File: config.mk
export PLATFORM = sky130hd
export DESIGN_NAME = gpdr_top
export DESIGN_NICKNAME = d
export VERILOG_FILES = /design/src/hw/gpdr_pkg.sv /design/src/hw/gpdr_port.sv /design/src/hw/gpdr_top.sv
export SDC_FILE = /design/constraint.sdc
export NUM_CORES = 1
export LEC_CHECK = 0
export BUFFER_PORTS_ARGS = -buffer_cell sky130_fd_sc_hd__buf_2
export CORE_UTILIZATION = 39
export DETAILED_ROUTE_END_ITERATION = 10
export PLACE_DENSITY = 0.75
export SLEW_MARGIN = 10
export SYNTH_ARGS = -nofsm -noshare
export SYNTH_HDL_FRONTEND = slang
export SYNTH_SLANG_ARGS = --single-unit
File: constraint.sdc
create_clock -name sys_clk -period 1.41 [get_ports sys_clk]
set_clock_uncertainty 0.15 [all_clocks]
set_input_delay 0.141 -clock sys_clk [delete_from_list [all_inputs] [get_ports sys_clk]]
set_output_delay 0.141 -clock sys_clk [all_outputs]
set_load 0.01 [all_outputs]
File: src/hw/gpdr_pkg.sv
// Package for the two-port GPIO data/direction block.
// Assumes a 32-bit Avalon-MM slave with word addresses derived from bytes.
package gpdr_pkg;

   // Byte addresses of the two port registers
   localparam logic [31:0] GPDR_PORT0_ADDR  = 32'hFFFF0D20;
   localparam logic [31:0] GPDR_PORT1_ADDR  = 32'hFFFF0D30;

   // Local decode: word index within the block window
   localparam int          GPDR_ADDR_W      = 3;
   localparam logic [2:0]  GPDR_PORT0_IDX   = 3'h0;
   localparam logic [2:0]  GPDR_PORT1_IDX   = 3'h4;

   // Pin counts
   localparam int          GPDR_P0_PINS     = 5;
   localparam int          GPDR_P1_PINS     = 2;

   // Field positions (low bit of each field)
   localparam int          GPDR_DIR_LSB     = 24;
   localparam int          GPDR_OUT_LSB     = 16;
   localparam int          GPDR_IN_LSB      = 0;

   // Reset values of stored fields
   localparam logic [4:0]  GPDR_P0_RST      = 5'h00;
   localparam logic [1:0]  GPDR_P1_RST      = 2'h0;

   // Answer to unmapped reads
   localparam logic [31:0] GPDR_UNMAPPED    = 32'h00000000;

   // Bus FSM states, one-hot
   typedef enum logic [1:0] {
      GPDR_IDLE = 2'b01,
      GPDR_DONE = 2'b10
   } gpdr_state_t;

endpackage : gpdr_pkg

File: src/hw/gpdr_port.sv
// One GPIO port: direction and output storage, pin drive, input sampling.
// Assumes pin inputs are synchronous to sys_clk.
`timescale 1ns/100ps

module gpdr_port #(
   parameter int          PINS = 5,
   parameter logic [31:0] RSTV = 32'h00000000
) (
   // Clock and reset
   input  wire logic            sys_clk,
   input  wire logic            sys_rst,
   // Store strobe and data
   input  wire logic            wr_en,
   input  wire logic [PINS-1:0] wr_dir,
   input  wire logic [PINS-1:0] wr_out,
   // Pins
   input  wire logic [PINS-1:0] pin_in,
   output logic      [PINS-1:0] pin_out,
   output logic      [PINS-1:0] pin_oe,
   // Read back
   output logic      [PINS-1:0] sampled_in,
   output logic      [PINS-1:0] dir_q,
   output logic      [PINS-1:0] out_q
);

   logic [PINS-1:0] dir_reg;
   logic [PINS-1:0] out_reg;
   logic [PINS-1:0] in_reg;

   ////////////////////////////////////////////////////////////////////////
   // Per-pin storage; out value kept while pin is input
   for (genvar i = 0; i < PINS; i++) begin : g_pin
      always_ff @(posedge sys_clk) begin
         if (sys_rst) begin
            dir_reg[i] <= RSTV[i];
            out_reg[i] <= RSTV[i];
         end else if (wr_en) begin
            dir_reg[i] <= wr_dir[i];
            out_reg[i] <= wr_out[i];
         end
      end
      // Input level registered so read data comes from a flop
      always_ff @(posedge sys_clk) begin
         if (sys_rst) begin
            in_reg[i] <= 1'b0;
         end else begin
            in_reg[i] <= pin_in[i];
         end
      end
   end

   // Pin drive straight from flops; enable follows direction
   assign pin_out    = out_reg;
   assign pin_oe     = dir_reg;
   assign sampled_in = in_reg;
   assign dir_q      = dir_reg;
   assign out_q      = out_reg;

endmodule : gpdr_port

File: src/hw/gpdr_top.sv
// Two GPIO ports (five pins and two pins) behind an Avalon-MM slave.
// Assumes a synchronous active-high reset and pins synchronous to sys_clk.
`timescale 1ns/100ps

module gpdr_top
(
   // Clock and reset
   input  wire logic                           sys_clk,
   input  wire logic                           sys_rst,
   // Avalon-MM slave
   input  wire logic [gpdr_pkg::GPDR_ADDR_W-1:0] avs_address,
   input  wire logic                           avs_read,
   input  wire logic                           avs_write,
   input  wire logic [31:0]                    avs_writedata,
   input  wire logic [3:0]                     avs_byteenable,
   output logic      [31:0]                    avs_readdata,
   output logic                                avs_waitrequest,
   // Port 0 pins
   input  wire logic [gpdr_pkg::GPDR_P0_PINS-1:0] p0_pin_in,
   output logic      [gpdr_pkg::GPDR_P0_PINS-1:0] p0_pin_out,
   output logic      [gpdr_pkg::GPDR_P0_PINS-1:0] p0_pin_oe,
   // Port 1 pins
   input  wire logic [gpdr_pkg::GPDR_P1_PINS-1:0] p1_pin_in,
   output logic      [gpdr_pkg::GPDR_P1_PINS-1:0] p1_pin_out,
   output logic      [gpdr_pkg::GPDR_P1_PINS-1:0] p1_pin_oe
);
   import gpdr_pkg::*;

   gpdr_state_t     state_reg;
   gpdr_state_t     state_next;
   logic [31:0]     rdata_reg;
   logic [31:0]     rdata_next;
   logic            wait_reg;
   wire             req;
   wire             sel0;
   wire             sel1;
   wire             full_we;
   wire             wr0;
   wire             wr1;
   wire [31:0]      word0;
   wire [31:0]      word1;
   logic [4:0]      p0_in;
   logic [4:0]      p0_dir;
   logic [4:0]      p0_out;
   logic [1:0]      p1_in;
   logic [1:0]      p1_dir;
   logic [1:0]      p1_out;

   ////////////////////////////////////////////////////////////////////////
   // Decode; stored fields sit in bytes 2 and 3, so those lanes gate writes
   assign req     = avs_read | avs_write;
   assign sel0    = (avs_address == GPDR_PORT0_IDX);
   assign sel1    = (avs_address == GPDR_PORT1_IDX);
   assign full_we = avs_byteenable[2] & avs_byteenable[3];
   assign wr0     = (state_reg == GPDR_IDLE) & avs_write & sel0 & full_we;
   assign wr1     = (state_reg == GPDR_IDLE) & avs_write & sel1 & full_we;

   // Read words; reserved bits read zero, input bits are registered pin samples
   assign word0 = {3'h0, p0_dir, 3'h0, p0_out, 11'h000, p0_in};
   assign word1 = {6'h00, p1_dir, 6'h00, p1_out, 14'h0000, p1_in};

   ////////////////////////////////////////////////////////////////////////
   // Port instances
   gpdr_port #(.PINS(GPDR_P0_PINS), .RSTV({27'h0, GPDR_P0_RST})) u_p0 (
      .sys_clk    (sys_clk),
      .sys_rst    (sys_rst),
      .wr_en      (wr0),
      .wr_dir     (avs_writedata[GPDR_DIR_LSB +: GPDR_P0_PINS]),
      .wr_out     (avs_writedata[GPDR_OUT_LSB +: GPDR_P0_PINS]),
      .pin_in     (p0_pin_in),
      .pin_out    (p0_pin_out),
      .pin_oe     (p0_pin_oe),
      .sampled_in (p0_in),
      .dir_q      (p0_dir),
      .out_q      (p0_out)
   );

   gpdr_port #(.PINS(GPDR_P1_PINS), .RSTV({30'h0, GPDR_P1_RST})) u_p1 (
      .sys_clk    (sys_clk),
      .sys_rst    (sys_rst),
      .wr_en      (wr1),
      .wr_dir     (avs_writedata[GPDR_DIR_LSB +: GPDR_P1_PINS]),
      .wr_out     (avs_writedata[GPDR_OUT_LSB +: GPDR_P1_PINS]),
      .pin_in     (p1_pin_in),
      .pin_out    (p1_pin_out),
      .pin_oe     (p1_pin_oe),
      .sampled_in (p1_in),
      .dir_q      (p1_dir),
      .out_q      (p1_out)
   );

   ////////////////////////////////////////////////////////////////////////
   // Bus handshake: one wait cycle, then answer; keeps readdata a flop
   always_comb begin
      state_next = state_reg;
      rdata_next = rdata_reg;
      unique case (state_reg)
         GPDR_IDLE: begin
            if (req) begin
               state_next = GPDR_DONE;
               rdata_next = sel0 ? word0 : (sel1 ? word1 : GPDR_UNMAPPED);
            end
         end
         GPDR_DONE: begin
            state_next = GPDR_IDLE;
         end
         default: begin
            state_next = GPDR_IDLE;
         end
      endcase
   end

   always_ff @(posedge sys_clk) begin
      if (sys_rst) begin
         state_reg <= GPDR_IDLE;
         rdata_reg <= 32'h00000000;
         wait_reg  <= 1'b1;
      end else begin
         state_reg <= state_next;
         rdata_reg <= rdata_next;
         wait_reg  <= ~(state_reg == GPDR_IDLE && req);
      end
   end

   assign avs_readdata    = rdata_reg;
   assign avs_waitrequest = wait_reg;
endmodule : gpdr_top

==> results.py, run 1 <==
metrics = {
    "outcome": {
        "status": "finished, violations left",
        "violations": "negative setup slack",
    },
    "global_routing": {
        "busiest_layer": "met2",
        "grt-ovfl-total": 0,
        "grt_max_degree": 30,
        "grtUsageMet1_pct": 26.1,
        "grt_usage_pct": 21.5,
        "antenna_found_initial": 0,
        "grt_pass1_wl_um": 7200,
        "grtUsageMet3_pct": 6.50,
        "met2_usage_pct": 35.4,
        "first_global_vias": 1595,
    },
    "placement": {
        "dpl.hpwl_um": 2820,
        "dp.cells": 289,
        "place.gp.congestion": 0.773,
        "pre_cts_ws_ns": -0.0592,
        "port_buffers": 55,
    },
    "worst_setup_path": {
        "worstReg2RegStart": "state_reg[1]",
        "worst_setup_path_start_kind": "flop",
        "critPathRequiredTime_ns": 1.45,
        "criticalPathCategory": "reg2reg",
        "critPathMaxFanout": 7,
        "end_kind": "flop",
        "reg2reg_slack_ns": -0.007,
        "reg2regPathDepth": 3,
        "crit_chain": "or4b_4 > o21ai_2 > a21oi_1",
        "cp_slowest_cell": "or4b_4",
        "max_stage_delay_ns": 0.58,
        "r2r-end": "u_p0.dir_q[1]",
        "arrival_ns": 1.45,
    },
    "cells_and_area": {
        "n_antenna_cell": 0,
        "final_util_pct": 58.1,
        "fillers": 375,
        "syn_to_final_growth_pct": 39.0,
        "fin_cells": 316,
        "nets": 315,
        "drive_gt1_share_pct": 39.5,
        "largest_reg_flops": 15,
    },
    "synth": {
        "yosysTopAreaCellShare_pct": 45.4,
        "synthCells": 187,
        "synth_area_sq_mm": 0.00172,
        "synth_top_cell_by_area": "dfxtp_1",
        "netlist_top_cells_area": "dfxtp_1, nand4_1, a21oi_1",
        "ys.flop_type": "dfxtp_1",
        "synth.distinct_cells": 25,
        "avgSynthCellArea_sq_um": 9.20,
        "yosysMostFrequentCell": "dfxtp_1",
        "ys_ff_latch": 39,
        "synth_common_cells": "dfxtp_1, nand4_1, a21oi_1",
        "async_flop_share_pct": 0,
        "yosys_warnings": 0,
        "synth_seq_area_share_pct": 45.4,
        "synth-edff-count": 0,
    },
    "drt": {
        "wl_per_cell_um": 14.6,
        "drtIter0Drc": 136,
        "postRouteAntennaNets": 0,
        "wirelength_um": 4610,
        "route.detailed.drc": 0,
        "viasPerCell": 5.24,
        "firstDrtPassIters": 4,
        "via_count": 1656,
    },
    "clock_tree": {
        "cts.path.max_buffers": 2,
        "cts_num_sinks": 39,
        "ctsRootBufferMaster": "clkbuf_8",
        "clock_latency_ns": 0.30,
        "numCtsBuffers": 5,
        "cts_max_level": 2,
        "cts.clk_slew.worst_paths_ns": 0.07,
        "cts_tree": "yes",
    },
    "die": {
        "start_util_pct": 41.8,
        "core_area_sq_mm": 0.00412,
        "die_h_um": 68.4,
        "std_cell_rows": 23,
        "die_area_sq_mm": 0.00468,
        "die_width_um": 68.4,
        "io_pins": 97,
    },
    "sta": {
        "hold_viol_final": 0,
        "setup_viol": 3,
        "setup_tns_ns": -0.0135,
        "finalCritPeriodShare_pct": 101,
        "max_freq_mhz": 706,
        "min_period_ns": 1.42,
        "slew_viol_final": 0,
        "rsz0062_at_grt": "yes",
        "setup_ws_ns": -0.00719,
    },
    "worst_hold_path": {
        "min_to": "avs_waitrequest",
        "hold_path_class": "in2reg",
        "worstHoldPathCells": 3,
        "min_from": "avs_read",
    },
    "power_and_ir_drop": {
        "vdd_drop_max_v": 0.000877,
        "p_leak_nw": 1.01,
        "p_per_area_mw_per_mm2": 1080,
    },
    "run": {
        "drv_cap": 0,
    },
}
[cell families after synthesis]
logic type             count (synthesis)  synth area share [%]
muxes                                  6                  3.93
other                                  1                 0.218
and+or+nand+nor                       49                  18.8
DFF                                   39                  45.4
AOI/OAI and AO/OA                     58                  17.1
buffers and inverters                 34                  14.6
[area by class of cell]
| type | instances | area, sq um | share of cell area, % |
|---|---|---|---|
| Clock inverter | 2 | 60.1 | 2.51 |
| Tap cell | 50 | 62.6 | 2.62 |
| Sequential cell | 39 | 783 | 32.8 |
| Inverter | 1 | 3.75 | 0.157 |
| Timing Repair Buffer | 87 | 589 | 24.6 |
| Clock buffer | 6 | 72.6 | 3.04 |
| Multi-Input combinational cell | 131 | 820 | 34.3 |
[what timing repair did]
item                       in CTS  in global routing
resized for setup               8                 16
setup endpoints to repair      14                 29
hold endpoints to repair       21                  0
buffers inserted                0                  0
gates cloned                    1                  0
pin swaps                       6                 14
hold buffers                   18                  0
[worst max-delay path, delay by kind of cell, from the launching register on]
| kind | cells | cell delay (ns) |
|---|---|---|
| compound gates | 2 | 0.23 |
| flops | 1 | 0.35 |
| simple gates | 1 | 0.58 |
[cell usage in the layout, fill, tap and decap left out, drive strengths merged]
master | synthesis | routed
nor3b | 1 | 1
nand2b | 1 | 1
dlygate4sd3 | 0 | 18
or3 | 2 | 2
buf | 24 | 69
conb | 1 | 17
or4b | 1 | 2
nor2 | 2 | 2
and3 | 1 | 1
dfxtp | 39 | 39
clkbuf | 9 | 6
nor2b | 8 | 8
mux2 | 6 | 6
a21oi | 29 | 29
or2 | 1 | 1
nand4b | 1 | 1
o21ai | 29 | 29
inv | 1 | 1
nor3 | 1 | 1
bufinv | 0 | 2
nand4 | 30 | 30
[power by group]
part / internal [mW] / total (mW) / switching (mW)
Combinational: 0.145 / 0.340 / 0.195
Sequential: 1.13 / 1.14 / 0.0136
Clock: 0.707 / 1.10 / 0.396
Total: 1.98 / 2.58 / 0.604
[worst max path at each step]
stage	to	startpoint	cells past startpoint	slack, ns
after floorplan	u_p0.dir_q[3]	state_reg[1]	4	0.008
after global placement	u_p0.out_q[2]	state_reg[1]	3	-0.04
after detailed placement	u_p0.out_q[1]	state_reg[1]	3	-0.06
after CTS	u_p0.out_q[2]	state_reg[1]	3	-0.01
after global routing	u_p0.dir_q[1]	state_reg[1]	3	-0.06
final	u_p0.dir_q[1]	state_reg[1]	3	-0.007
[routing by layer]
metal / wire length [um] / part of all wire [%]
met1: 2040 / 44
met3: 302 / 6.6
met4: 68 / 1.5
met2: 2200 / 48
met5: 0 / 0
[through the flow]
| step | power, mW | hold WS (ns) | area (sq um) |
|---|---|---|---|
| 6_report | 2.58 | 0.202 | 2390 |
| 3_3_place_gp | 1.43 | 0.198 | 2000 |
| 2_1_floorplan | 1.36 | 0.115 | 1780 |
| 4_1_cts | 2.57 | 0.192 | 2340 |
| 5_1_grt | 2.68 | 0.233 | 2390 |
| 3_5_place_dp | 1.43 | 0.207 | 2000 |
Power figures use the tool's default switching activity.
==> run 2: changes to the inputs <==
--- a/config.mk
+++ b/config.mk
@@ -6,9 +6,9 @@
 export NUM_CORES = 1
 export LEC_CHECK = 0
 export BUFFER_PORTS_ARGS = -buffer_cell sky130_fd_sc_hd__buf_2
-export CORE_UTILIZATION = 39
+export CORE_UTILIZATION = 47
 export DETAILED_ROUTE_END_ITERATION = 10
-export PLACE_DENSITY = 0.75
+export PLACE_DENSITY = 0.84
 export SLEW_MARGIN = 10
 export SYNTH_ARGS = -nofsm -noshare
 export SYNTH_HDL_FRONTEND = slang
==> constraint.sdc (replaced) <==
create_clock -name sys_clk -period 1.8 [get_ports sys_clk]
set_clock_uncertainty 0.15 [all_clocks]
set_input_delay 0.18 -clock sys_clk [delete_from_list [all_inputs] [get_ports sys_clk]]
set_output_delay 0.18 -clock sys_clk [all_outputs]
set_load 0.01 [all_outputs]
==> results.py, run 2 (synthesized netlist as in run 1, its figures left out) <==
metrics = {
    "outcome": {
        "status": "finished, final reports clean",
    },
    "global_routing": {
        "grt_max_degree": 39,
        "grtUsageMet3_pct": 5.66,
        "grt_pass1_wl_um": 7160,
        "busiest_layer": "met2",
        "met2_usage_pct": 40.2,
        "first_global_vias": 1548,
        "grt-ovfl-total": 0,
        "grtUsageMet1_pct": 27.8,
        "grt_usage_pct": 23.5,
        "antenna_found_initial": 0,
    },
    "die": {
        "die_area_sq_mm": 0.00391,
        "die_width_um": 62.5,
        "io_pins": 97,
        "core_area_sq_mm": 0.00342,
        "std_cell_rows": 21,
        "die_h_um": 62.5,
        "start_util_pct": 50.4,
    },
    "clock_tree": {
        "clock_latency_ns": 0.34,
        "cts.path.max_buffers": 2,
        "cts_tree": "yes",
        "cts_resized": 0,
        "ctsRootBufferMaster": "clkbuf_4",
        "cts_num_sinks": 39,
        "cts_max_level": 2,
        "cts.clk_slew.worst_paths_ns": 0.11,
        "numCtsBuffers": 5,
    },
    "worst_setup_path": {
        "worst_setup_path_start_kind": "flop",
        "arrival_ns": 1.62,
        "critPathMaxFanout": 14,
        "criticalPathCategory": "reg2reg",
        "critPathRequiredTime_ns": 1.86,
        "end_kind": "flop",
    },
    "run": {
        "drv_cap": 0,
    },
    "placement": {
        "pre_cts_ws_ns": 0.258,
        "dpl.hpwl_um": 2790,
        "port_buffers": 55,
        "place.gp.congestion": 0.808,
    },
    "worst_hold_path": {
        "hold_path_class": "in2reg",
    },
    "sta": {
        "setup_ws_ns": 0.248,
        "rsz0062_at_grt": "no",
        "hold_viol_final": 0,
        "setup_tns_ns": 0,
        "max_freq_mhz": 644,
        "setup_viol": 0,
        "finalCritPeriodShare_pct": 86.2,
        "min_period_ns": 1.55,
        "slew_viol_final": 0,
        "tightest_slew_ns": 0.661,
        "maxSlewHeadroom_pct": 55.9,
    },
    "cells_and_area": {
        "drive_gt1_share_pct": 31.3,
        "seqCellArea_sq_um": 781,
        "layout_common_cells": "buf_2, dfxtp_1, nand4_1",
        "nets": 306,
        "fillers": 313,
        "n_antenna_cell": 0,
        "multi_input_area_sq_um": 751,
        "syn_to_final_growth_pct": 24.8,
        "largest_reg_flops": 15,
        "final_common_cell": "buf_2",
    },
    "drt": {
        "route.detailed.drc": 0,
        "postRouteAntennaNets": 0,
        "viasPerCell": 5.40,
        "via_count": 1630,
        "drtIter0Drc": 126,
        "firstDrtPassIters": 4,
        "wl_per_cell_um": 14.2,
        "wirelength_um": 4300,
    },
    "power_and_ir_drop": {
        "vdd_drop_max_v": 0.000529,
        "p_leak_nw": 0.921,
        "p_per_area_mw_per_mm2": 731,
    },
}
[run 2: final timing paths]
kind | end | start | slack (ns) | cells after the start
max | u_p0.out_q[2] | state_reg[1] | 0.25 | 3
min | avs_readdata[0] | avs_read | 0.14 | 4
max reg2reg | u_p0.out_q[2] | state_reg[1] | 0.25 | 3
min reg2reg | avs_readdata[3] | u_p0.sampled_in[3] | 0.32 | 2
[run 2: layout make-up]
class | instances | area share [%]
multi-input combinational | 130 | 35.0
tap | 46 | 2.68
clock inverter | 1 | 0.233
clock buffer | 6 | 2.39
sequential | 39 | 36.4
timing repair buffer | 79 | 23.2
inverter | 1 | 0.175
[run 2: routing by layer]
| layer | wire [um] | up-vias |
|---|---|---|
| li1 | - | 783 |
| met1 | 1860 | 761 |
| met2 | 2090 | 77 |
| met3 | 278 | 9 |
| met4 | 69 | 0 |
| met5 | 0 | - |
[run 2: power breakdown]
group          internal, mW  total, mW  switching (mW)
combinational        0.0854      0.222           0.137
clock                 0.181      0.458           0.277
sequential            0.881      0.889         0.00797
total                  1.15       1.57           0.422
[run 2: per-stage QoR]
| step | total power, mW | cell area, sq um | util (%) | std cells | hold slack (ns) |
|---|---|---|---|---|---|
| 2_1_floorplan | 1.07 | 1780 | - | 203 | 0.154 |
| 3_3_place_gp | 1.09 | 1920 | 56.2 | 278 | 0.238 |
| 3_5_place_dp | 1.10 | 1920 | 56.2 | 278 | 0.242 |
| 4_1_cts | 1.57 | 2150 | 62.9 | 302 | 0.113 |
| 5_1_grt | 1.64 | 2150 | 62.9 | 302 | 0.178 |
| 6_report | 1.57 | 2150 | 62.9 | 302 | 0.142 |
[run 2: critical path: stages, from the launching register on]
cell     delay [ns]
dfxtp_1        0.34
or4b_4         0.65
o21ai_0        0.21
a21oi_1        0.08
[run 2: repair_timing]
item | 4_1_cts | 5_1_grt
endpoints found under the hold margin | 21 | 0
setup buffers | 0 | 0
hold buffers | 17 | 0
==> run 3: changes to the inputs <==
--- a/config.mk
+++ b/config.mk
@@ -6,8 +6,10 @@
 export NUM_CORES = 1
 export LEC_CHECK = 0
 export BUFFER_PORTS_ARGS = -buffer_cell sky130_fd_sc_hd__buf_2
+export CORE_MARGIN = 2
 export CORE_UTILIZATION = 47
 export DETAILED_ROUTE_END_ITERATION = 10
+export GPL_TIMING_DRIVEN = 0
 export PLACE_DENSITY = 0.84
 export SLEW_MARGIN = 10
 export SYNTH_ARGS = -nofsm -noshare
==> results.py, run 3 (synthesized netlist as in run 1, its figures left out) <==
metrics = {
    "worst_setup_path": {
        "crit_chain": "or4b_4 > buf_6 > o21ai_1 > a21oi_1",
        "reg2reg_slack_ns": 0.25,
        "worst_setup_path_start_kind": "flop",
        "worstReg2RegStart": "state_reg[1]",
        "critPathMaxFanout": 10,
        "end_kind": "flop",
        "critPathTopFamily": "simple AND/OR/NAND/NOR gates",
        "r2r-end": "u_p0.out_q[0]",
        "max_stage_delay_ns": 0.58,
        "criticalPathCategory": "reg2reg",
        "path_buf_inv": 1,
        "critPathRequiredTime_ns": 1.90,
        "arrival_ns": 1.64,
        "reg2regPathDepth": 4,
        "cp_slowest_cell": "or4b_4",
        "path_depth": 4,
    },
    "cells_and_area": {
        "layout_common_cells": "buf_2, dfxtp_1, nand4_1",
        "fillers": 281,
        "syn_to_final_growth_pct": 41.5,
        "final_common_cell": "buf_2",
        "n_antenna_cell": 0,
        "largest_reg_flops": 15,
        "nets": 338,
        "multi_input_area_sq_um": 748,
        "seqCellArea_sq_um": 781,
        "drive_gt1_share_pct": 34.3,
    },
    "sta": {
        "max_freq_mhz": 646,
        "setup_tns_ns": 0,
        "holdWs_ns": 0.0878,
        "hold_viol_final": 0,
        "setup_ws_ns": 0.253,
        "setup_viol": 0,
        "rsz0062_at_grt": "no",
        "tightest_slew_ns": 0.587,
        "min_period_ns": 1.55,
        "slew_viol_final": 0,
        "maxSlewHeadroom_pct": 60.8,
        "finalCritPeriodShare_pct": 86.0,
    },
    "worst_hold_path": {
        "worstHoldPathCells": 4,
        "min_from": "avs_address[2]",
        "hold_path_class": "in2reg",
        "min_to": "avs_readdata[4]",
    },
    "clock_tree": {
        "cts_resized": 0,
        "cts_num_sinks": 39,
        "numCtsBuffers": 5,
        "cts_tree": "yes",
        "cts_setup_buffers": 0,
        "cts_max_level": 2,
        "clock_latency_ns": 0.35,
        "cts.path.max_buffers": 2,
        "cts.clk_slew.worst_paths_ns": 0.12,
        "ctsRootBufferMaster": "clkbuf_4",
    },
    "drt": {
        "route.detailed.drc": 0,
        "postRouteAntennaNets": 0,
        "wirelength_um": 4380,
        "drtIter0Drc": 98,
        "via_count": 1716,
        "wl_per_cell_um": 13.1,
        "viasPerCell": 5.12,
        "firstDrtPassIters": 4,
    },
    "die": {
        "die_area_sq_mm": 0.00416,
        "core_area_sq_mm": 0.00342,
        "std_cell_rows": 21,
        "io_pins": 97,
        "start_util_pct": 50.4,
        "die_h_um": 64.5,
        "die_width_um": 64.5,
    },
    "power_and_ir_drop": {
        "p_leak_nw": 1.09,
        "finalPower_mw": 1.78,
        "p_per_area_mw_per_mm2": 732,
        "vdd_drop_max_v": 0.000641,
    },
    "placement": {
        "place.gp.congestion": 0.811,
        "port_buffers": 54,
        "dpl.hpwl_um": 2990,
        "pre_cts_ws_ns": 0.259,
    },
    "global_routing": {
        "grt-ovfl-total": 0,
        "first_global_vias": 1581,
        "grt_max_degree": 13,
        "antenna_found_initial": 0,
        "grt_usage_pct": 22.5,
        "grt_pass1_wl_um": 7290,
    },
    "run": {
        "drv_cap": 0,
    },
    "outcome": {
        "status": "finished, final reports clean",
    },
}
[run 3: cell types whose count changed in the layout (fill, tap and decap cells not counted)]
| cell | previous run | this run |
|---|---|---|
| buf_6 | 0 | 4 |
| clkbuf_8 | 1 | 3 |
| dlygate4sd3_1 | 17 | 24 |
| buf_2 | 55 | 56 |
| buf_4 | 7 | 18 |
| nor2b_1 | 7 | 8 |
| clkbuf_1 | 0 | 6 |
| nor2b_2 | 1 | 0 |
| clkbuf_4 | 5 | 6 |
| bufinv_16 | 0 | 1 |
[run 3: repair_timing]
action,CTS,global route
setup endpoints to repair,0,0
endpoints found under the hold margin,23,0
hold buffers,24,0
[run 3: how the worst max path moves through the flow]
stage                         from             to
floorplan             state_reg[1]  u_p0.dir_q[3]
global placement      state_reg[1]  u_p0.dir_q[3]
detailed placement  avs_address[1]  u_p0.dir_q[3]
CTS                   state_reg[1]  u_p0.dir_q[3]
global route          state_reg[1]  u_p0.out_q[0]
finish                state_reg[1]  u_p0.out_q[0]
[run 3: routing by layer]
layer	up-vias	part of all wire [%]	GRT usage, %
li1	854	-	-
met1	777	43	27.3
met2	77	48	38.4
met3	8	8.2	6.77
met4	0	1.3	6.38
met5	-	0	0
[run 3: cell type report]
type | instances | area share (%)
sequential | 39 | 32.1
multi-input combinational | 130 | 30.7
timing repair buffer | 78 | 21.0
buffer | 33 | 10.2
tap | 46 | 2.36
clock buffer | 6 | 2.11
clock inverter | 2 | 1.44
inverter | 1 | 0.154
[run 3: worst reg2reg max path, delay by kind of cell (launching register included)]
kind | cells | cell delay (ns)
flops | 1 | 0.33
buf+inv | 1 | 0.17
simple gates | 1 | 0.58
compound gates | 2 | 0.22
[run 3: report_power, final]
part	internal (mW)	total [mW]	switching [mW]
Clock	0.328	0.615	0.287
Sequential	0.881	0.888	0.00741
Combinational	0.131	0.279	0.148
Total	1.34	1.78	0.442
[run 3: through the flow]
stage,utilization [%],instance area [sq um],instances
floorplan,-,1780,203
global placement,61.7,2110,303
detailed placement,61.7,2110,303
CTS,71.3,2430,335
global route,71.3,2430,335
finish,71.3,2430,335
